## src/ivfm_pkg.sv

```systemverilog
// Command codes, field layout, reset values, states and helpers of the
// input-voltage fault monitor. Assumes a command front end outside the block.
package ivfm_pkg;
   // Command codes
   localparam logic [7:0] CMD_OV_WARN = 8'h57;
   localparam logic [7:0] CMD_UV_WARN = 8'h58;
   localparam logic [7:0] CMD_UV_FAULT = 8'h59;
   localparam logic [7:0] CMD_UV_ACTION = 8'h5a;
   // Fault action byte layout
   localparam int ACT_RESP_HI = 7;
   localparam int ACT_RESP_LO = 6;
   localparam int ACT_RETRY_HI = 5;
   localparam int ACT_RETRY_LO = 3;
   localparam int ACT_DLY_HI = 2;
   localparam int ACT_DLY_LO = 0;
   // Response codes
   localparam logic [1:0] RESP_IGNORE = 2'h0;
   localparam logic [1:0] RESP_DELAY = 2'h1;
   localparam logic [1:0] RESP_RETRY = 2'h2;
   localparam logic [1:0] RESP_LATCH = 2'h3;
   // Retry codes
   localparam logic [2:0] RETRY_NONE = 3'h0;
   localparam logic [2:0] RETRY_FOREVER = 3'h7;
   // Reset values: thresholds in linear format, exponent -2
   localparam logic [15:0] RST_OV_WARN = 16'hf0e8;
   localparam logic [15:0] RST_UV_WARN = 16'hf0a8;
   localparam logic [15:0] RST_UV_FAULT = 16'hf098;
   localparam logic [7:0] RST_UV_ACTION = 8'h80;
   // Linear format layout
   localparam int LIN_EXP_HI = 15;
   localparam int LIN_EXP_LO = 11;
   localparam int LIN_MAN_HI = 10;
   // Fraction bits of the measured input voltage
   localparam int MEAS_FRAC = 8;

   typedef enum logic [3:0]
   {
      ST_RUN = 4'b0001,
      ST_DELAY = 4'b0010,
      ST_RETRY = 4'b0100,
      ST_LATCH = 4'b1000
   } ivfm_state_t;

   // Delay units for a delay code; code 1 has no defined count, taken as 2
   function automatic logic [7:0] ivfm_delay_units(input logic [2:0] code);
      logic [7:0] units;
      units = 8'h01;
      unique case (code)
         3'h0: units = 8'h01;
         3'h1: units = 8'h02;
         3'h2: units = 8'h04;
         3'h3: units = 8'h08;
         3'h4: units = 8'h10;
         3'h5: units = 8'h20;
         3'h6: units = 8'h40;
         3'h7: units = 8'h80;
      endcase
      return units;
   endfunction : ivfm_delay_units
endpackage : ivfm_pkg

```

## src/ivfm_lin_cmp.sv

```systemverilog
// Linear-format threshold decoder and comparator.
// Assumes the measurement is unsigned volts with MEAS_FRAC fraction bits.
module ivfm_lin_cmp
   import ivfm_pkg::*;
#(
   parameter int MEAS_W = 16
)
(
   input wire logic [15:0] i_limit,
   input wire logic [MEAS_W-1:0] i_meas,
   output logic o_below,
   output logic o_above
);
   logic signed [4:0] lin_exp;
   logic signed [10:0] lin_man;
   logic signed [6:0] shift;
   logic signed [47:0] thr;
   logic signed [47:0] meas_s;

   always_comb
   begin
      lin_exp = i_limit[LIN_EXP_HI:LIN_EXP_LO];
      lin_man = i_limit[LIN_MAN_HI:0];
      shift = 7'(lin_exp) + 7'(MEAS_FRAC);
      thr = 48'(lin_man);
      // Negative shift drops fraction bits the measurement cannot resolve
      if (shift >= 0)
      begin
         thr = thr <<< shift;
      end
      else
      begin
         thr = thr >>> 7'(-shift);
      end
      meas_s = $signed({{(48 - MEAS_W){1'b0}}, i_meas});
      o_below = meas_s < thr;
      o_above = meas_s > thr;
   end
endmodule : ivfm_lin_cmp

```

## src/ivfm_top.sv

```systemverilog
// Input-voltage supervision: warning and fault thresholds, the fault action
// byte, and the fault response sequencer. Assumes a command front end on the
// same clock, a delay-unit tick from the time-unit logic, and an ADC sample.
//
// Behaviour
// - Hold 16-bit input over-voltage warning threshold at code 0x57, read/write.
// - Value at 0x58 is both under-voltage warning and ratio-regulation threshold.
// - Ratio regulation acts only when enabled by the vendor option settings.
// - Hold 16-bit input under-voltage fault threshold at code 0x59.
// - Response 00: keep operating through an under-voltage fault.
// - Response 01: keep operating for delay count times delay unit.
// - Response 01: fault still present at delay end, follow retry setting.
// - Response 10: disable output at once, then follow retry setting.
// - Response 11: latch off until status clear, clear-faults or reset.
// - Commanding output off then on also clears a latched fault.
// - Retry 000: no restart, output stays off until fault cleared.
// - Retry 001: exactly one restart attempt.
// - Retry 010 gives two attempts, 011 gives three.
// - Attempt starts spaced by delay count times delay unit.
// - All attempts failed: output off and latched until cleared.
// - Retry 100, 101, 110 give four, five, six attempts, then latch.
// - Retry 111 retries without limit until commanded off.
// - Delay code maps to 1, 4, 8, 16, 32, 64, 128 units.
module ivfm_top
   import ivfm_pkg::*;
#(
   parameter int MEAS_W = 16
)
(
   input wire logic I_REF_CLK,
   input wire logic I_SRST,
   input wire logic i_CMD_VALID,
   input wire logic i_CMD_WRITE,
   input wire logic [7:0] i_CMD_CODE,
   input wire logic [15:0] i_CMD_WDATA,
   output logic [15:0] o_CMD_RDATA,
   output logic o_CMD_ACK,
   output logic o_CMD_NACK,
   input wire logic [MEAS_W-1:0] i_VIN_MEAS,
   input wire logic i_UNIT_TICK,
   input wire logic i_CTRL_PIN,
   input wire logic i_OPERATION_ON,
   input wire logic i_CLEAR_FAULTS,
   input wire logic i_CLEAR_UV_FAULT,
   input wire logic i_RATIO_REG_EN,
   output logic o_OUTPUT_EN,
   output logic o_UV_FAULT,
   output logic o_UV_WARN,
   output logic o_OV_WARN,
   output logic o_RETRYING,
   output logic o_LATCHED_OFF,
   output logic o_RATIO_REG_BELOW
);
   logic [15:0] ov_warn_q;
   logic [15:0] uv_warn_q;
   logic [15:0] uv_fault_lim_q;
   logic [7:0] uv_action_q;
   logic ctrl_meta_q;
   logic ctrl_sync_q;
   logic cmd_on_prev_q;
   logic cmd_on;
   logic on_rise;
   logic clear_latch;
   logic ov_above;
   logic uv_warn_below;
   logic uv_fault_below;
   logic [1:0] resp;
   logic [2:0] retry;
   logic [7:0] units;
   logic [7:0] tick_cnt_q;
   logic [2:0] tries_q;
   logic interval_done;
   logic attempts_used;
   ivfm_state_t state_q;
   ivfm_state_t state_d;
   ivfm_state_t after_fault;
   logic cmd_hit;

   // Pin is asynchronous to the clock
   always_ff @(posedge I_REF_CLK)
   begin
      if (I_SRST)
      begin
         ctrl_meta_q <= 1'b0;
         ctrl_sync_q <= 1'b0;
      end
      else
      begin
         ctrl_meta_q <= i_CTRL_PIN;
         ctrl_sync_q <= ctrl_meta_q;
      end
   end

   assign cmd_on = ctrl_sync_q & i_OPERATION_ON;
   assign on_rise = cmd_on & ~cmd_on_prev_q;

   always_ff @(posedge I_REF_CLK)
   begin
      if (I_SRST)
      begin
         cmd_on_prev_q <= 1'b0;
      end
      else
      begin
         cmd_on_prev_q <= cmd_on;
      end
   end

   // Command registers
   always_ff @(posedge I_REF_CLK)
   begin
      if (I_SRST)
      begin
         ov_warn_q <= RST_OV_WARN;
         uv_warn_q <= RST_UV_WARN;
         uv_fault_lim_q <= RST_UV_FAULT;
         uv_action_q <= RST_UV_ACTION;
      end
      else if (i_CMD_VALID && i_CMD_WRITE)
      begin
         unique case (i_CMD_CODE)
            CMD_OV_WARN: ov_warn_q <= i_CMD_WDATA;
            CMD_UV_WARN: uv_warn_q <= i_CMD_WDATA;
            CMD_UV_FAULT: uv_fault_lim_q <= i_CMD_WDATA;
            CMD_UV_ACTION: uv_action_q <= i_CMD_WDATA[7:0];
            default: ;
         endcase
      end
   end

   always_comb
   begin
      cmd_hit = (i_CMD_CODE == CMD_OV_WARN) || (i_CMD_CODE == CMD_UV_WARN) ||
         (i_CMD_CODE == CMD_UV_FAULT) || (i_CMD_CODE == CMD_UV_ACTION);
   end

   // Answer one cycle after the request; unknown codes get a refusal
   always_ff @(posedge I_REF_CLK)
   begin
      if (I_SRST)
      begin
         o_CMD_RDATA <= 16'h0000;
         o_CMD_ACK <= 1'b0;
         o_CMD_NACK <= 1'b0;
      end
      else
      begin
         o_CMD_ACK <= i_CMD_VALID & cmd_hit;
         o_CMD_NACK <= i_CMD_VALID & ~cmd_hit;
         if (i_CMD_VALID && !i_CMD_WRITE)
         begin
            unique case (i_CMD_CODE)
               CMD_OV_WARN: o_CMD_RDATA <= ov_warn_q;
               CMD_UV_WARN: o_CMD_RDATA <= uv_warn_q;
               CMD_UV_FAULT: o_CMD_RDATA <= uv_fault_lim_q;
               CMD_UV_ACTION: o_CMD_RDATA <= {8'h00, uv_action_q};
               default: o_CMD_RDATA <= 16'h0000;
            endcase
         end
      end
   end

   ivfm_lin_cmp #(.MEAS_W(MEAS_W)) u_cmp_ov
   (
      .i_limit(ov_warn_q),
      .i_meas(i_VIN_MEAS),
      .o_below(),
      .o_above(ov_above)
   );

   ivfm_lin_cmp #(.MEAS_W(MEAS_W)) u_cmp_uv_warn
   (
      .i_limit(uv_warn_q),
      .i_meas(i_VIN_MEAS),
      .o_below(uv_warn_below),
      .o_above()
   );

   ivfm_lin_cmp #(.MEAS_W(MEAS_W)) u_cmp_uv_fault
   (
      .i_limit(uv_fault_lim_q),
      .i_meas(i_VIN_MEAS),
      .o_below(uv_fault_below),
      .o_above()
   );

   assign resp = uv_action_q[ACT_RESP_HI:ACT_RESP_LO];
   assign retry = uv_action_q[ACT_RETRY_HI:ACT_RETRY_LO];
   assign units = ivfm_delay_units(uv_action_q[ACT_DLY_HI:ACT_DLY_LO]);
   assign interval_done = i_UNIT_TICK && (tick_cnt_q == units - 8'h01);
   // Attempt now ending is the last one allowed
   assign attempts_used = (retry != RETRY_FOREVER) &&
      ({1'b0, tries_q} + 4'h1 >= {1'b0, retry});
   // Off-then-on clears through the commanded-off path below
   assign clear_latch = i_CLEAR_FAULTS | i_CLEAR_UV_FAULT;

   always_comb
   begin
      after_fault = (retry == RETRY_NONE) ? ST_LATCH : ST_RETRY;
   end

   always_comb
   begin
      state_d = state_q;
      if (!cmd_on)
      begin
         state_d = ST_RUN;
      end
      else
      begin
         unique case (state_q)
            ST_RUN:
            begin
               if (uv_fault_below)
               begin
                  unique case (resp)
                     RESP_IGNORE: state_d = ST_RUN;
                     RESP_DELAY: state_d = ST_DELAY;
                     RESP_RETRY: state_d = after_fault;
                     RESP_LATCH: state_d = ST_LATCH;
                  endcase
               end
            end
            ST_DELAY:
            begin
               if (interval_done)
               begin
                  state_d = uv_fault_below ? after_fault : ST_RUN;
               end
            end
            ST_RETRY:
            begin
               if (interval_done)
               begin
                  if (!uv_fault_below)
                  begin
                     state_d = ST_RUN;
                  end
                  else if (attempts_used)
                  begin
                     state_d = ST_LATCH;
                  end
               end
            end
            ST_LATCH:
            begin
               if (clear_latch)
               begin
                  state_d = ST_RUN;
               end
            end
            default: state_d = ST_RUN;
         endcase
      end
   end

   always_ff @(posedge I_REF_CLK)
   begin
      if (I_SRST)
      begin
         state_q <= ST_RUN;
      end
      else
      begin
         state_q <= state_d;
      end
   end

   // Delay-unit counter restarts on every state change and interval end
   always_ff @(posedge I_REF_CLK)
   begin
      if (I_SRST || (state_d != state_q) || interval_done)
      begin
         tick_cnt_q <= 8'h00;
      end
      else if (i_UNIT_TICK && (state_q == ST_DELAY || state_q == ST_RETRY))
      begin
         tick_cnt_q <= tick_cnt_q + 8'h01;
      end
   end

   always_ff @(posedge I_REF_CLK)
   begin
      if (I_SRST || (state_q != ST_RETRY))
      begin
         tries_q <= 3'h0;
      end
      else if (interval_done && tries_q != 3'h7)
      begin
         tries_q <= tries_q + 3'h1;
      end
   end

   // Output permission follows the next state so a trip disables at once
   always_ff @(posedge I_REF_CLK)
   begin
      if (I_SRST)
      begin
         o_OUTPUT_EN <= 1'b0;
         o_RETRYING <= 1'b0;
         o_LATCHED_OFF <= 1'b0;
      end
      else
      begin
         o_OUTPUT_EN <= cmd_on && (state_d == ST_RUN || state_d == ST_DELAY);
         o_RETRYING <= state_d == ST_RETRY;
         o_LATCHED_OFF <= state_d == ST_LATCH;
      end
   end

   // Sticky status; a set in the clearing cycle wins
   always_ff @(posedge I_REF_CLK)
   begin
      if (I_SRST)
      begin
         o_UV_FAULT <= 1'b0;
         o_UV_WARN <= 1'b0;
         o_OV_WARN <= 1'b0;
      end
      else
      begin
         o_UV_FAULT <= uv_fault_below | (o_UV_FAULT & ~clear_latch);
         o_UV_WARN <= uv_warn_below | (o_UV_WARN & ~i_CLEAR_FAULTS);
         o_OV_WARN <= ov_above | (o_OV_WARN & ~i_CLEAR_FAULTS);
      end
   end

   always_ff @(posedge I_REF_CLK)
   begin
      if (I_SRST)
      begin
         o_RATIO_REG_BELOW <= 1'b0;
      end
      else
      begin
         o_RATIO_REG_BELOW <= i_RATIO_REG_EN & uv_warn_below;
      end
   end
endmodule : ivfm_top

```

## config.mk

```make
export PLATFORM = sky130hd
export DESIGN_NAME = ivfm_top
export DESIGN_NICKNAME = d
export VERILOG_FILES = /design/src/ivfm_pkg.sv /design/src/ivfm_lin_cmp.sv /design/src/ivfm_top.sv
export SDC_FILE = /design/constraint.sdc
export NUM_CORES = 1
export LEC_CHECK = 0
export BUFFER_PORTS_ARGS = -buffer_cell sky130_fd_sc_hd__buf_2
export CORE_MARGIN = 5
export CORE_UTILIZATION = 62
export DETAILED_ROUTE_END_ITERATION = 8
export PLACE_DENSITY = 0.82
export SYNTH_ARGS = -nofsm -noshare
export SYNTH_HDL_FRONTEND = slang
export SYNTH_SLANG_ARGS = --single-unit
```

## constraint.sdc

```tcl
create_clock -name I_REF_CLK -period 5.6 [get_ports I_REF_CLK]
set_clock_uncertainty 0.1 [all_clocks]
set_input_delay 0.56 -clock I_REF_CLK [delete_from_list [all_inputs] [get_ports I_REF_CLK]]
set_output_delay 0.56 -clock I_REF_CLK [all_outputs]
set_load 0.01 [all_outputs]
```

==> impl_metrics.tcl <==
set metrics [dict create \
    globalplace.congestion 0.9979 \
    fp.dieArea_um2 18560 \
    root_buffer "clkbuf_16" \
    power_leakage_nw 4.272 \
    post-route-period-util_pct 90.78 \
    cts.clk_slew.worst_paths_ns 0.08 \
    max_slew_margin_pct 23.82 \
    portBuffers 74 \
    dp_cells 1508 \
    finalNetCount 1417 \
    period_needed_ns 5.084 \
    insertion_delay_ns 0.35 \
    cap_violations 0 \
    setup_viol 0 \
    ff2ff_setup_slack_ns 0.52 \
    vias 10400 \
    post-route-cell-area_um2 10640 \
    synthArstFlopShare_pct 0 \
    p_per_area_nw_per_um2 145.9 \
    io_pins 75 \
    cts_buffers 9 \
    worstPathArrival_ns 5.21 \
    post_cts_buffers 0 \
    synth_cell_types 75 \
    placed_cell_area_um2 10340 \
    die_w_um 136.2 \
    drc 0 \
    grt_pass1_vias 9172 \
    cts_resized 0 \
    cts_tree "done" \
    synth_nets 1403 \
    multi_input_area_um2 7254 \
    via_per_inst 6.825 \
    finalHoldViolations 0 \
    grt_start_max_net_pins 63 \
    firstDrtPassIters 6 \
    yosysWarnings 0 \
    grt_setup_unrepaired "false" \
    initial_core_util_pct 62.65 \
    seq_area_frac_synth_pct 21.48 \
    seq_area_um2 2123 \
    grt_pass1_wl_um 48440 \
    syn_area_um2 9881 \
    cts.sinks 106 \
    crit_type "reg2reg" \
    dp_hpwl_um 22400 \
    htreeDepth 3 \
    end_kind "flop" \
    syn2layout_area_growth_pct 7.712 \
    crit_start "uv_fault_lim_q[11]" \
    rows 46 \
    drv_slew 0 \
    avgSynthCellArea_um2 7.665 \
    postCtsHoldBufs 0 \
    track_usage_pct 32.17 \
    drive_gt1_share_pct 14.76 \
    finalSetupTns_ns 0 \
    wire_per_inst_um 19.76 \
    final_cells 1524 \
    antenna_found_initial 0 \
    ys_seq_elements 106 \
    dr.first_iter.drc_count 1653 \
    path_max_fanout 49 \
    min_from "i_CTRL_PIN" \
    die_height_um 136.2 \
    diodes 0 \
    reg2reg_from "uv_fault_lim_q[11]" \
    core_area_um2 15770 \
    hold_path.class "in2reg" \
    drt-total-wl_um 30120 \
    ys.flop_type "dfxtp_1" \
    peakVddDrop_mv 0.2071 \
    syn_inst 1289 \
    fmax_mhz 196.7 \
    startpoint_type "flop" \
    required_ns 5.73 \
    clockBufferDepth 2 \
    grt_overflow 0 \
    worst_pin_slew_ns 1.139 \
    synth-edff-count 0 \
    status "complete, no violations" \
    ant_nets 0 \
    fill_cells 1335 \
]
==> cell usage after synthesis (4+ instances only) <==
cell,number,area [µm²]
dfxtp_1,106,2122
nor2b_1,17,106.4
and3_1,8,50.05
nand2_1,177,664.4
a22oi_1,16,120.1
o211ai_1,21,157.7
nand2b_1,13,81.33
nor3_1,31,155.2
mux2_2,44,495.5
o22ai_1,5,31.28
o31ai_1,5,37.54
nor4_1,11,68.82
o2111ai_1,4,35.03
o41ai_1,5,43.79
nand3_1,45,225.2
nor3b_1,6,45.04
a32oi_1,4,35.03
mux4_2,23,518.0
or2_2,4,25.02
a2111oi_0,4,35.03
buf_1,10,37.54
o21ai_0,75,375.4
mux2i_1,53,530.5
a221oi_1,16,140.1
a222oi_1,9,90.09
clkinv_1,6,22.52
xnor2_1,14,122.6
a21o_1,15,112.6
nand3b_1,8,60.06
and2_1,7,43.79
a211oi_1,33,247.7
a31oi_1,9,56.30
clkbuf_1,82,307.8
nand4_1,18,112.6
xor2_1,15,131.4
ha_1,64,800.8
a21oi_1,111,555.5
inv_1,31,116.4
nor2_1,103,386.6
==> final timing paths <==
| kind | to | cells past startpoint |
|---|---|---|
| worst max-delay path | tick_cnt_q[3] | 20 |
| worst min register to register | ctrl_sync_q | 1 |
| worst max register to register | tick_cnt_q[3] | 20 |
| worst min-delay path | ctrl_meta_q | 2 |
==> metal layers <==
metal  track usage [%]  wire, µm
met1             47.26     12740
met2             48.71     12940
met3             4.515      3335
met4             10.02      1105
met5                 0         0
==> power breakdown <==
group	switching [mW]	total, mW	internal [mW]
Sequential	0.00660	0.770	0.763
Clock	0.309	0.624	0.314
Combinational	0.0984	0.159	0.0602
==> layout by cell type (no fill, tap or decap), types with 4 or more instances in the layout <==
master,instances
a2111oi_0,4
a211oi_1,33
a21o_1,15
a21oi_1,111
a221oi_1,16
a222oi_1,9
a22oi_1,16
a31oi_1,9
a32oi_1,4
and2_1,7
and3_1,8
buf_2,74
buf_4,25
clkbuf_16,9
clkinv_1,6
dfxtp_1,105
ha_1,64
inv_1,31
mux2_2,44
mux2i_1,52
mux4_2,23
nand2_1,177
nand2b_1,13
nand3_1,45
nand3b_1,8
nand4_1,18
nor2_1,103
nor2b_1,16
nor3_1,31
nor3b_1,6
nor4_1,11
o2111ai_1,4
o211ai_1,21
o21ai_0,75
o22ai_1,5
o31ai_1,5
o41ai_1,5
or2_2,4
xnor2_1,14
xor2_1,15
==> registers in the layout (all words and copies together) (netlist names), 3 cells and up <==
| register | cells |
|---|---|
| o_CMD_RDATA | 16 |
| ov_warn_q | 16 |
| state_q | 4 |
| tick_cnt_q | 8 |
| tries_q | 3 |
| units | 8 |
| uv_action_q | 8 |
| uv_fault_lim_q | 16 |
| uv_warn_q | 16 |
==> kinds of logic after synthesis <==
kind of cell / after synthesis / share of synthesized area (%)
XOR/XNOR: 29 / 2.571
AO/OA/AOI/OAI: 369 / 24.38
buffers and inverters: 133 / 5.167
multiplexers: 123 / 16.42
flip-flops: 106 / 21.48
AND/OR/NAND/NOR: 465 / 21.88
adder cells (fa/ha/maj): 64 / 8.104
==> layout make-up <==
class	instances	area share, %
Timing Repair Buffer	99	5.243
Inverter	37	1.305
Clock buffer	9	2.116
Sequential cell	106	19.95
Tap cell	216	2.539
Multi-Input combinational cell	1050	68.16
Clock inverter	7	0.6819
==> metrics by stage <==
step           total power [mW]  hold slack, ns  util, %  worst slack, ns
3_5_place_dp             0.9415          0.3776    65.57           0.5485
5_1_grt                   1.608          0.3360    67.49          0.07776
2_1_floorplan            0.8722          0.3138        -           0.6281
6_report                  1.553          0.3192    67.49           0.5163
4_1_cts                   1.552          0.3207    67.46           0.5398
3_3_place_gp             0.9379          0.3159    65.57           0.7110
==> critical path, stage by stage, from the launching register on <==
cell       delay [ns]
dfxtp_2          0.33
buf_4            0.46
nor2_1           0.22
a22o_1           0.24
a21oi_1          0.23
nand2_1          0.12
a21oi_1          0.34
nand2_1          0.19
nor2_1           0.13
mux2_2           0.17
a22oi_1          0.08
ha_1             0.20
a21oi_1          0.12
o21ai_0          0.09
a21o_1           0.18
a211oi_1         0.26
a2bb2oi_1        0.43
o31a_1           0.35
nand3b_1         0.16
mux2i_2          0.44
nor3_1           0.10
Note: power is estimated with default switching activity, not from simulation.
